**src/shared/tic_pkg.sv**
```systemverilog
// Constants for the timer input capture and flag block.
// Assumes a 32-bit classic Wishbone slave with byte data in bits 7:0.
package tic_pkg;
	// Register indices; byte address is four times the index
	localparam logic [7:0] IDX_CTRL = 8'h12; // Timer control register
	localparam logic [7:0] IDX_STAT = 8'h13; // Timer status register
	localparam logic [7:0] IDX_CAP_HI = 8'h14; // Capture high byte
	localparam logic [7:0] IDX_CAP_LO = 8'h15; // Capture low byte
	localparam logic [7:0] IDX_CNT_HI = 8'h18; // Counter high byte
	localparam logic [7:0] IDX_CNT_LO = 8'h19; // Counter low byte
	localparam logic [7:0] IDX_CFG = 8'h1a; // Capture input configuration
	// Byte addresses
	localparam logic [7:0] ADR_CTRL = {IDX_CTRL[5:0], 2'h0};
	localparam logic [7:0] ADR_STAT = {IDX_STAT[5:0], 2'h0};
	localparam logic [7:0] ADR_CAP_HI = {IDX_CAP_HI[5:0], 2'h0};
	localparam logic [7:0] ADR_CAP_LO = {IDX_CAP_LO[5:0], 2'h0};
	localparam logic [7:0] ADR_CNT_HI = {IDX_CNT_HI[5:0], 2'h0};
	localparam logic [7:0] ADR_CNT_LO = {IDX_CNT_LO[5:0], 2'h0};
	localparam logic [7:0] ADR_CFG = {IDX_CFG[5:0], 2'h0};
	// Control register bit positions
	localparam int CTL_CAP_IE = 7; // Capture interrupt enable
	localparam int CTL_OVF_IE = 5; // Overflow interrupt enable
	localparam int CTL_EDGE_POL = 1; // Capture edge polarity
	// Status register bit positions
	localparam int STA_CAP_FLAG = 7; // Capture flag
	localparam int STA_OVF_FLAG = 5; // Overflow flag
	// Configuration register bit positions
	localparam int CFG_CMP_SEL = 0; // Comparator select
	// Counter constants
	localparam logic [15:0] CNT_RESET = 16'hfffc; // Preset after device reset
	localparam logic [15:0] CNT_MAX = 16'hffff; // Last count before wrap
	localparam logic [15:0] CNT_STEP = 16'h0001; // One count
	localparam logic [1:0] PRESC_LAST = 2'h3; // Divide by four prescaler end
	localparam logic [1:0] PRESC_STEP = 2'h1; // Prescaler step
	localparam logic [7:0] BYTE_ZERO = 8'h00; // Unmapped or reserved read
endpackage : tic_pkg

```
**src/shared/tic_cond_if.sv**
```systemverilog
// Carrier between the capture core and the input conditioner.
// Assumes both ends run on the same clock.
`timescale 1ns/1ps
interface tic_cond_if;
	logic cmp_sel; // Comparator path selected
	logic edge_pol; // High selects rising edge
	logic level; // Conditioned, synchronised input level
	logic edge_hit; // One-cycle pulse on a selected edge
	modport core (output cmp_sel, output edge_pol, input level, input edge_hit);
	modport cond (input cmp_sel, input edge_pol, output level, output edge_hit);
endinterface : tic_cond_if

```
**src/rtl/tic_top.sv**
```systemverilog
// Timer input capture and flag block with a Wishbone register slave.
// Assumes one 100 MHz clock, stop_i from same-clock power control.
// Contract
// Comparator path when select is one
// Comparator enabled forces port bit input
// Software sets port bit input beforehand
// Active edge copies counter into capture
// Capture bytes read-only, kept over reset
// Captured value is counter plus one
// Counter advances every four clocks
// High byte read blocks captures until low
// Status then low read clears capture flag
// Reset clears control except edge polarity
// Capture enable gates capture interrupt
// Overflow enable gates overflow interrupt
// Polarity one rising, zero falling edge
// Status writes ignored, reset keeps flags
// Selected edge sets capture flag
// Wrap sets overflow, status+counter clears
// Timer runs and interrupts in wait
// Stop freezes counter, resumes unchanged
// Reset exit from stop presets counter
// Stop edge arms, flag appears at wake
// Reset exit discards armed stop capture
// Reset presets counter to start value
// Overflow interrupt needs overflow enable
// Interrupt on enabled capture or overflow
`timescale 1ns/1ps
module tic_top (
	input wire logic clk_i,
	input wire logic rst_i,
	// Classic Wishbone slave
	input wire logic wb_cyc_i,
	input wire logic wb_stb_i,
	input wire logic wb_we_i,
	input wire logic [7:0] wb_adr_i,
	input wire logic [3:0] wb_sel_i,
	input wire logic [31:0] wb_dat_i,
	output logic [31:0] wb_dat_o,
	output logic wb_ack_o,
	// Capture input pin paths
	input wire logic capture_input_pin_i,
	input wire logic capture_comparator_i,
	// Port B bit zero data from the port logic
	input wire logic port_b_bit_zero_data_i,
	// Stop mode level from power control
	input wire logic stop_i,
	output logic comparator_enable_o,
	output logic port_b_force_input_o,
	output logic port_b_bit_zero_read_o,
	output logic timer_irq_o
);
	// All state of the capture core
	typedef struct packed {
		logic ack; // Bus acknowledge
		logic [7:0] dat; // Read data byte
		logic irq; // Interrupt request
		logic [15:0] cnt; // Free-running counter
		logic [1:0] presc; // Divide by four prescaler
		logic [15:0] cap; // Capture value
		logic cap_flag; // Capture flag
		logic ovf_flag; // Overflow flag
		logic cap_rd_arm; // Status read seen with capture flag set
		logic ovf_rd_arm; // Status read seen with overflow flag set
		logic inhibit; // High byte read blocks transfers
		logic armed; // Edge seen during stop
		logic [15:0] arm_val; // Value latched by that edge
		logic cap_ie; // Capture interrupt enable
		logic ovf_ie; // Overflow interrupt enable
		logic edge_pol; // Edge polarity
		logic cmp_sel; // Comparator select
		logic force_in; // Port bit forced to input
		logic pb_rd; // Port bit read value
		logic stop_prev; // Stop level one cycle earlier
	} tic_main_s;

	tic_main_s st_q = '0;
	tic_main_s st_d;

	tic_cond_if cif ();

	// Bus decode helpers
	logic req; // New request waiting for an answer
	logic rd_hit; // Read access in this cycle
	logic wr_hit; // Write access with low byte lane
	logic [7:0] rd_byte; // Selected read data
	logic wake; // Stop released without reset

	assign cif.cmp_sel = st_q.cmp_sel;
	assign cif.edge_pol = st_q.edge_pol;

	// Input synchroniser, path select and edge detection
	tic_cond u_cond (
		.clk_i(clk_i),
		.rst_i(rst_i),
		.schmitt_i(capture_input_pin_i),
		.comparator_i(capture_comparator_i),
		.cif(cif)
	);

	// Access decode: one answer per request, ack falls the cycle after
	always_comb begin
		req = wb_cyc_i && wb_stb_i && !st_q.ack;
		rd_hit = req && !wb_we_i;
		wr_hit = req && wb_we_i && wb_sel_i[0];
		wake = st_q.stop_prev && !stop_i && !rst_i;
	end

	// Read data mux; unmapped addresses read as zero
	always_comb begin
		rd_byte = tic_pkg::BYTE_ZERO;
		case (wb_adr_i)
			tic_pkg::ADR_CTRL: begin
				rd_byte[tic_pkg::CTL_CAP_IE] = st_q.cap_ie;
				rd_byte[tic_pkg::CTL_OVF_IE] = st_q.ovf_ie;
				rd_byte[tic_pkg::CTL_EDGE_POL] = st_q.edge_pol;
			end
			tic_pkg::ADR_STAT: begin
				rd_byte[tic_pkg::STA_CAP_FLAG] = st_q.cap_flag;
				rd_byte[tic_pkg::STA_OVF_FLAG] = st_q.ovf_flag;
			end
			tic_pkg::ADR_CAP_HI: rd_byte = st_q.cap[15:8];
			tic_pkg::ADR_CAP_LO: rd_byte = st_q.cap[7:0];
			tic_pkg::ADR_CNT_HI: rd_byte = st_q.cnt[15:8];
			tic_pkg::ADR_CNT_LO: rd_byte = st_q.cnt[7:0];
			tic_pkg::ADR_CFG: rd_byte[tic_pkg::CFG_CMP_SEL] = st_q.cmp_sel;
			default: rd_byte = tic_pkg::BYTE_ZERO;
		endcase
	end

	// Next state of the whole core
	always_comb begin
		st_d = st_q;
		st_d.ack = req;
		st_d.stop_prev = stop_i;
		if (rd_hit) begin
			st_d.dat = rd_byte;
		end

		// Register writes; status and capture bytes ignore writes
		if (wr_hit) begin
			case (wb_adr_i)
				tic_pkg::ADR_CTRL: begin
					st_d.cap_ie = wb_dat_i[tic_pkg::CTL_CAP_IE];
					st_d.ovf_ie = wb_dat_i[tic_pkg::CTL_OVF_IE];
					st_d.edge_pol = wb_dat_i[tic_pkg::CTL_EDGE_POL];
				end
				tic_pkg::ADR_CFG: st_d.cmp_sel = wb_dat_i[tic_pkg::CFG_CMP_SEL];
				default: st_d.cmp_sel = st_q.cmp_sel;
			endcase
		end

		// Read side effects on the flag clearing sequences
		if (rd_hit) begin
			case (wb_adr_i)
				tic_pkg::ADR_STAT: begin
					st_d.cap_rd_arm = st_q.cap_flag;
					st_d.ovf_rd_arm = st_q.ovf_flag;
				end
				tic_pkg::ADR_CAP_HI: st_d.inhibit = 1'b1;
				tic_pkg::ADR_CAP_LO: begin
					st_d.inhibit = 1'b0;
					if (st_q.cap_rd_arm) begin
						st_d.cap_flag = 1'b0;
						st_d.cap_rd_arm = 1'b0;
					end
				end
				tic_pkg::ADR_CNT_LO: begin
					if (st_q.ovf_rd_arm) begin
						st_d.ovf_flag = 1'b0;
						st_d.ovf_rd_arm = 1'b0;
					end
				end
				default: st_d.inhibit = st_q.inhibit;
			endcase
		end

		// Counter runs through the prescaler except in stop; wait is no stop
		if (!stop_i) begin
			st_d.presc = st_q.presc + tic_pkg::PRESC_STEP;
			if (st_q.presc == tic_pkg::PRESC_LAST) begin
				st_d.cnt = st_q.cnt + tic_pkg::CNT_STEP;
				if (st_q.cnt == tic_pkg::CNT_MAX) begin
					st_d.ovf_flag = 1'b1;
				end
			end
		end
		// Frozen counter keeps its value in stop, see

		// Edge during stop only arms; first edge wins
		if (stop_i && cif.edge_hit && !st_q.armed) begin
			st_d.armed = 1'b1;
			st_d.arm_val = st_q.cnt + tic_pkg::CNT_STEP;
		end

		// Leaving stop by interrupt delivers the armed capture
		if (wake && st_q.armed) begin
			st_d.armed = 1'b0;
			st_d.cap_flag = 1'b1;
			if (!st_q.inhibit) begin
				st_d.cap = st_q.arm_val;
			end
		end

		// Running edge sets the flag and transfers unless inhibited
		if (!stop_i && cif.edge_hit) begin
			st_d.cap_flag = 1'b1;
			if (!st_q.inhibit) begin
				st_d.cap = st_q.cnt + tic_pkg::CNT_STEP;
			end
		end

		// Interrupt request from enabled flags
		st_d.irq = (st_q.cap_flag && st_q.cap_ie) || (st_q.ovf_flag && st_q.ovf_ie);

		// Comparator enable forces the shared port bit to input
		st_d.force_in = st_q.cmp_sel;
		if (st_q.force_in) begin
			st_d.pb_rd = cif.level;
		end else begin
			st_d.pb_rd = port_b_bit_zero_data_i;
		end

		// Device reset; flags, capture bytes and polarity survive
		if (rst_i) begin
			st_d.ack = 1'b0;
			st_d.dat = tic_pkg::BYTE_ZERO;
			st_d.cnt = tic_pkg::CNT_RESET;
			st_d.presc = '0;
			st_d.cap_ie = 1'b0;
			st_d.ovf_ie = 1'b0;
			st_d.cmp_sel = 1'b0;
			st_d.force_in = 1'b0;
			st_d.inhibit = 1'b0;
			st_d.armed = 1'b0;
			st_d.cap_rd_arm = 1'b0;
			st_d.ovf_rd_arm = 1'b0;
			st_d.stop_prev = 1'b0;
			st_d.cap_flag = st_q.cap_flag;
			st_d.ovf_flag = st_q.ovf_flag;
			st_d.cap = st_q.cap;
		end
	end

	// State register
	always_ff @(posedge clk_i) begin
		st_q <= st_d;
	end

	// Outputs straight from flops
	assign wb_dat_o = {24'h000000, st_q.dat};
	assign wb_ack_o = st_q.ack;
	assign comparator_enable_o = st_q.cmp_sel;
	assign port_b_force_input_o = st_q.force_in;
	assign port_b_bit_zero_read_o = st_q.pb_rd;
	assign timer_irq_o = st_q.irq;
endmodule : tic_top

```
**src/rtl/tic_cond.sv**
```systemverilog
// Capture input conditioner: synchronises both input paths, selects one,
// and detects the selected edge. Assumes pins are asynchronous to clk_i.
`timescale 1ns/1ps
module tic_cond (
	input wire logic clk_i,
	input wire logic rst_i,
	input wire logic schmitt_i,
	input wire logic comparator_i,
	tic_cond_if.cond cif
);
	// All state of the conditioner
	typedef struct packed {
		logic s1_sch; // First synchroniser stage, trigger path
		logic s2_sch; // Second synchroniser stage, trigger path
		logic s1_cmp; // First synchroniser stage, comparator path
		logic s2_cmp; // Second synchroniser stage, comparator path
		logic lvl; // Selected level
		logic prev; // Level one cycle earlier
		logic prime1; // Level history filling after reset
		logic prime2; // History valid, edges may be reported
		logic hit; // Registered edge pulse
	} tic_cond_s;

	tic_cond_s st_q = '0;
	tic_cond_s st_d;

	// Next state of the conditioner
	always_comb begin
		st_d = st_q;
		st_d.s1_sch = schmitt_i;
		st_d.s2_sch = st_q.s1_sch;
		st_d.s1_cmp = comparator_i;
		st_d.s2_cmp = st_q.s1_cmp;
		st_d.lvl = cif.cmp_sel ? st_q.s2_cmp : st_q.s2_sch;
		st_d.prev = st_q.lvl;
		st_d.prime1 = 1'b1;
		st_d.prime2 = st_q.prime1;
		// Rising or falling edge as polarity asks
		if (cif.edge_pol) begin
			st_d.hit = st_q.prime2 && st_q.lvl && !st_q.prev;
		end else begin
			st_d.hit = st_q.prime2 && !st_q.lvl && st_q.prev;
		end
		// Reset lets the synchronisers run and levels the history, so a pin
		// that rests high through reset shows no false edge after release
		if (rst_i) begin
			st_d.prev = st_d.lvl;
			st_d.prime1 = 1'b0;
			st_d.prime2 = 1'b0;
			st_d.hit = 1'b0;
		end
	end

	// State register
	always_ff @(posedge clk_i) begin
		st_q <= st_d;
	end

	assign cif.level = st_q.lvl;
	assign cif.edge_hit = st_q.hit;
endmodule : tic_cond

```
**config.mk**
```make
export PLATFORM = sky130hd
export DESIGN_NAME = tic_top
export DESIGN_NICKNAME = d
export VERILOG_FILES = /design/src/shared/tic_pkg.sv /design/src/shared/tic_cond_if.sv /design/src/rtl/tic_top.sv /design/src/rtl/tic_cond.sv
export SDC_FILE = /design/constraint.sdc
export NUM_CORES = 1
export LEC_CHECK = 0
export ABC_AREA = 1
export BUFFER_PORTS_ARGS = -buffer_cell sky130_fd_sc_hd__buf_2
export CAP_MARGIN = 20
export CORE_AREA = 2 2 144 90
export DETAILED_ROUTE_END_ITERATION = 16
export DIE_AREA = 0 0 146 92
export GPL_TIMING_DRIVEN = 0
export PLACE_DENSITY = 0.58
export SLEW_MARGIN = 20
export SYNTH_ARGS = -nofsm -noshare
export SYNTH_HDL_FRONTEND = slang
export SYNTH_SLANG_ARGS = --single-unit
export TNS_END_PERCENT = 1
```
**constraint.sdc**
```tcl
create_clock -name clk_i -period 2 [get_ports clk_i]
set_input_delay 0.1 -clock clk_i [delete_from_list [all_inputs] [get_ports clk_i]]
set_output_delay 0.1 -clock clk_i [all_outputs]
set_load 0.02 [all_outputs]
```
# Word-level counts from Yosys, hierarchy flattened
# Cells that the tools add are included.
classes:
  addsub: 2
  mul: 0
  div_mod_pow: 0
  magnitude_cmp: 0
  n_eq_ne: 9
  shift: 0
  mux: 25
  bitwise_logic: 2
  n_reduce_logical: 40
ops:
  columns: ["operator", "count"]
  rows:
  - ["== test 8 x 7 -> 1 bit (second input constant)", 7]
  - ["2-to-1 mux 17 bit", 2]
  - ["2-to-1 mux 16 bit", 2]
  - ["logical AND 1 bit", 17]
  - ["adder 16 x 1 -> 16 bit (second input constant)", 1]
  - ["== test 16 bit (second input constant)", 1]
  - ["one-hot mux 1 bit (6 select lines)", 2]
  - ["one-hot mux 3 bit (4 select lines)", 1]
  - ["AND reduction 2 bit", 6]
  - ["2-to-1 mux 1 bit", 10]
  - ["one-hot mux 1 bit (5 select lines)", 2]
  - ["nonzero test 3 bit", 3]
  - ["zero test 1 bit", 7]
  - ["one-hot mux 1 bit (2 select lines)", 3]
  - ["nonzero test 2 bit", 3]
  - ["2-to-1 mux 5 bit", 1]
  - ["2-to-1 mux 4 bit", 1]
  - ["one-hot mux 1 bit (4 select lines)", 1]
  - ["AND reduction 4 bit", 1]
  - ["OR reduction 2 bit", 2]
  - ["adder 2 x 1 -> 2 bit (second input constant)", 1]
  - ["== test 2 bit (second input constant)", 1]
  - ["NOT 1 bit", 2]
  - ["logical OR 1 bit", 1]
word_totals:
  register_bits: 82
  latch_bits: 0
  mem_bits_rw: 0
  romBits: 0
  input_bits: 53
  elab_cells: 107
  mem_count: 0

# Logic depth before layout (Yosys ltp)
logic_depth:
  ltp_word: 7
  depth_mapped: 9
  mapped_depth_nobuf: 9

# Cells and area by module
# Synthesis repeated with hierarchy kept, for this count alone.
unflattened:
  cells_unflattened: 494
  hier_area_um2: 4071.4
by_module_without_submodules:
  columns: ["module", "instances", "cells_per_inst", "area_per_inst_um2", "seq_area_each_um2"]
  rows:
  - ["tic_top", 1, 464, 3808.7, 1811.7]
  - ["tic_cond", 1, 30, 262.8, 180.2]

# Worst setup path after synthesis
# No wires, ideal clock.
synth_timing:
  path_kind: "register to register"
  startpoint: "register st_q[23] in the netlist's numbering"
  endpoint: "register st_q[10] in the netlist's numbering (enable)"
  setup_ns: 0.411
  t_arrival_ns: 1.518
  t_required_ns: 1.589
  setup_slack_ns: 0.071
  path_stages_with_launch: 2
  n_path_buf: 0
  path_cell_list: "dfxtp_1 > nor3_1"
synth_via:
  elab_chain_cells: 2
synth_lines:
  columns: ["item", "line_no", "rtl"]
  rows:
  - ["from (decl)", "tic_top.sv:77", "tic_main_s st_q = '0;"]
  - ["from (signal assigned)", "tic_top.sv:247", "st_q <= st_d;"]
  - ["zero test 1 bit", "tic_top.sv:191", "if (stop_i && cif.edge_hit && !st_q.armed) begin"]
  - ["logical AND 1 bit", "tic_top.sv:191", null]
# Every way passes these cells.
# A chain may end at the register's enable or synchronous reset.

# Final worst setup path
layout_timing:
  startpoint: "register u_cond.st_q, in the netlist u_cond.cif.edge_hit"
  endpoint: "register st_q[35] in the netlist's numbering (data pin)"
layout_via:
  elab_chain_cells: 2
layout_lines:
  columns: ["item", "line_no", "rtl"]
  rows:
  - ["from (decl)", "tic_cond.sv:24", "tic_cond_s st_q = '0;"]
  - ["from (signal assigned)", "tic_cond.sv:56", "st_q <= st_d;"]
  - ["logical AND 1 bit", "tic_top.sv:206", "if (!stop_i && cif.edge_hit) begin"]
  - ["2-to-1 mux 17 bit", "tic_top.sv:206", null]
# Every way passes these cells.

==> impl_metrics.csv <==
group,metric,value,unit
timing,slew_headroom,50.9,%
critical_path,cp_data_arrival_time,1.83,ns
route,vias,3406,
yosys,synth-edff-count,35,
power,power.density_cell_area,796,nW/um^2
timing,max_freq,568,MHz
timing,finalHoldViolCount,0,
yosys,ys.warnings.count,0,
finish,drive_above_1_share,21.2,%
timing,timing_worst_slew_pin_value,0.736,ns
timing,setup_violations,0,
grt,grt_max_degree,27,
status,outcome,"completed",
min_path,hold_class,"primary input to flip-flop",
floorplan,die_area,13400,sq um
yosys,synth_sequential_area_ratio,49.4,%
floorplan,rows,32,
min_path,hp-start,"port_b_bit_zero_data_i",
clock_tree,clock_sinks,82,
timing,period_minus_slack,1.76,ns
timing,timing.clock.skew,0.00689,ns
clock_tree,cts_resized,0,
clock_tree,clock_tree.root_cell,"clkbuf_16",
finish,nets,612,
timing,fin_crit_sh,88.1,%
floorplan,initial_core_util,32.7,%
critical_path,worst_reg2reg_startpoint,"u_cond.cif.edge_hit",
critical_path,r2r_setup_slack,0.24,ns
place,dp_hpwl,8320,microns
timing,finalSetupTns,0,ns
clock_tree,max-clock-path-buffers,2,
critical_path,start_kind,"flip-flop",
route,drt_iter0_markers,300,
critical_path,nature_of_the_critical_path_endpoint,"flip-flop",
critical_path,reg2reg_to,"st_q[35]",
route,via_density,4.65,
yosys,synth_cells,484,
finish,final_cell_mix,"113 x nand2_1, 47 x dfxtp_1, 42 x nand3_1",
floorplan,core_area,12300,sq um
yosys,synth.ff_latch_count,82,
yosys,post_synth_instance_area,4030,sq um
finish,finalNonFillerCells,732,
yosys,postSynth.asyncResetShare,0,%
critical_path,crit_type,"flip-flop to flip-flop",
finish,count_of_inserted_antenna_diode_cells,0,
route,detail_route.wirelength,10900,microns
yosys,avgSynthCellArea,8.33,sq um
critical_path,rr_worst_depth,8,
grt,number_of_antenna_violations_at_the_first_check_in_global_routing,0,
power,max-vdd-ir-drop,384,uV
place,instance_count_after_placement_with_tap_cells_included,713,
place,portBuffers,34,
finish,core_utilization_of_the_finished_layout,39.5,%
route,antenna_left,0,
min_path,worst_hold_path.endpoint,"port_b_bit_zero_read_o",
critical_path,worstPathRequired,2.07,ns
power,post-layout-total-power,3870,uW
floorplan,die_w,146,microns
min_path,worstHoldPathCells,3,
grt,grt_remaining_overflow,0,
place,final_wtd_congestion,0.924,
clock_tree,htreeDepth,3,
clock_tree,path_clk_slew,0.06,ns
route,detail_route.first_pass.iterations,5,
floorplan,design.portCount,90,
timing,grt_setup_unrepaired,"false",
yosys,postSynth.topFlopCell,"dfxtp_1",
grt,grt_first_pass_wirelength,17300,microns
grt,via_count_of_the_first_global_routing_pass,3109,
finish,flow.area_growth_from_synthesis,20.7,%
clock_tree,clock_tree_from_tritoncts,"built",
timing,drv_slew,0,
route,wire_per_inst,14.9,microns
finish,mostFrequentLayoutCell,"nand2_1",
critical_path,critPathMaxFanout,10,
route,drc_violations,0,
floorplan,floorplan.die.height,92,microns
grt,global_route.usage.total,17.0,%
clock_tree,cts-buffers-inserted,9,
run,maxCapViolations,0,
yosys,netlist-cell-type-count,33,
timing,fin_ws,0.238,ns
clock_tree,worst_skew_pair.late_latency,0.34,ns
power,p_leak,0.00214,uW
place,dp_slack,0.276,ns
==> cell type report <==
class | count | area (sq um)
repair buffers | 39 | 219
clock buffers | 12 | 236
fillers | 1321 | 7470
inverters | 36 | 135
clock inverters | 4 | 75.1
flip-flops and latches | 82 | 1990
multi-input cells | 342 | 1670
well taps | 170 | 213
plain buffers | 47 | 323
==> worst max path at each step <==
stage / start / endpoint / slack (ns) / depth (start not counted)
floorplan: st_q[23] / st_q[10] / 0.07 / 1
global placement: st_q[23] / st_q[10] / -0.71 / 1
detailed placement: stop_i / st_q[43] / 0.28 / 8
CTS: u_cond.cif.edge_hit / st_q[35] / 0.27 / 8
global route: st_q[23] / st_q[39] / 0.13 / 6
finish: u_cond.cif.edge_hit / st_q[35] / 0.24 / 8
==> power breakdown <==
part           switching, uW  leakage (uW)  total, uW  internal (uW)
clock                    655      0.000151       1750           1100
combinational            184       0.00129        296            112
sequential              29.3      0.000700       1820           1790
total                    868       0.00214       3870           3000
==> cells in the mapped netlist (5+ instances only) <==
cell,n,area [sq um]
buf_4,35,263
a31oi_1,6,37.5
nor2_1,41,154
nand2_1,113,424
a21oi_1,24,120
nor3_1,7,35.0
dfxtp_1,47,941
o211ai_1,7,52.6
o21ai_0,32,160
buf_2,5,25.0
inv_1,33,124
clkbuf_1,6,22.5
nor2_2,10,62.6
edfxtp_1,35,1050
xor2_1,7,61.3
nand3_1,42,210
==> what timing repair did <==
| item | in CTS | in global routing |
|---|---|---|
| endpoints found under the setup margin | 0 | 0 |
| hold buffers | 3 | 0 |
| buffers inserted | 0 | 0 |
| hold endpoints to repair | 3 | 0 |
==> through the flow <==
stage / hold slack, ns / area, sq um
6_report: 0.0173 / 4870
3_3_place_gp: 0.204 / 4500
5_1_grt: 0.0103 / 4870
4_1_cts: 0.00718 / 4870
2_1_floorplan: 0.128 / 4120
3_5_place_dp: 0.205 / 4520
==> flip-flops by register name, indices dropped and copies added (netlist names), named ones only <==
name and cells:
timer_irq_o 1, wb_ack_o 1, port_b_bit_zero_read_o 1, wb_dat_o 8, cif.edge_pol 1, u_cond.st_q 5, u_cond.cif.level 1, port_b_force_input_o 1
u_cond.cif.edge_hit 1, st_q 58, comparator_enable_o 1, u_cond.st_d 2
==> critical path: stages (launching register included) <==
cell and delay (ns):
dfxtp_1 0.31, inv_1 0.05, nor2_1 0.21, inv_1 0.13
nor2_4 0.23, inv_1 0.14, buf_2 0.21, nor2_1 0.15
a31oi_1 0.06
==> metal layers <==
layer / share of wire (%) / track usage (%) / vias to the layer above
li1: - / - / 1695
met5: 0 / 0 / -
met2: 38 / 21.6 / 119
met3: 8.6 / 5.17 / 10
met4: 0.78 / 3.96 / 0
met1: 53 / 27.2 / 1582
==> logic make-up after synthesis <==
group                      after synthesis  share of synthesized area (%)
and+or+nand+nor                        226                           24.4
other                                    1                         0.0930
AOI/OAI and AO/OA                       77                           10.6
xor gates and xnor gates                13                           3.57
DFF                                     82                           49.4
adders and majority gates                2                          0.621
buffers and inverters                   83                           11.3
(Power assumes the default switching activity.)
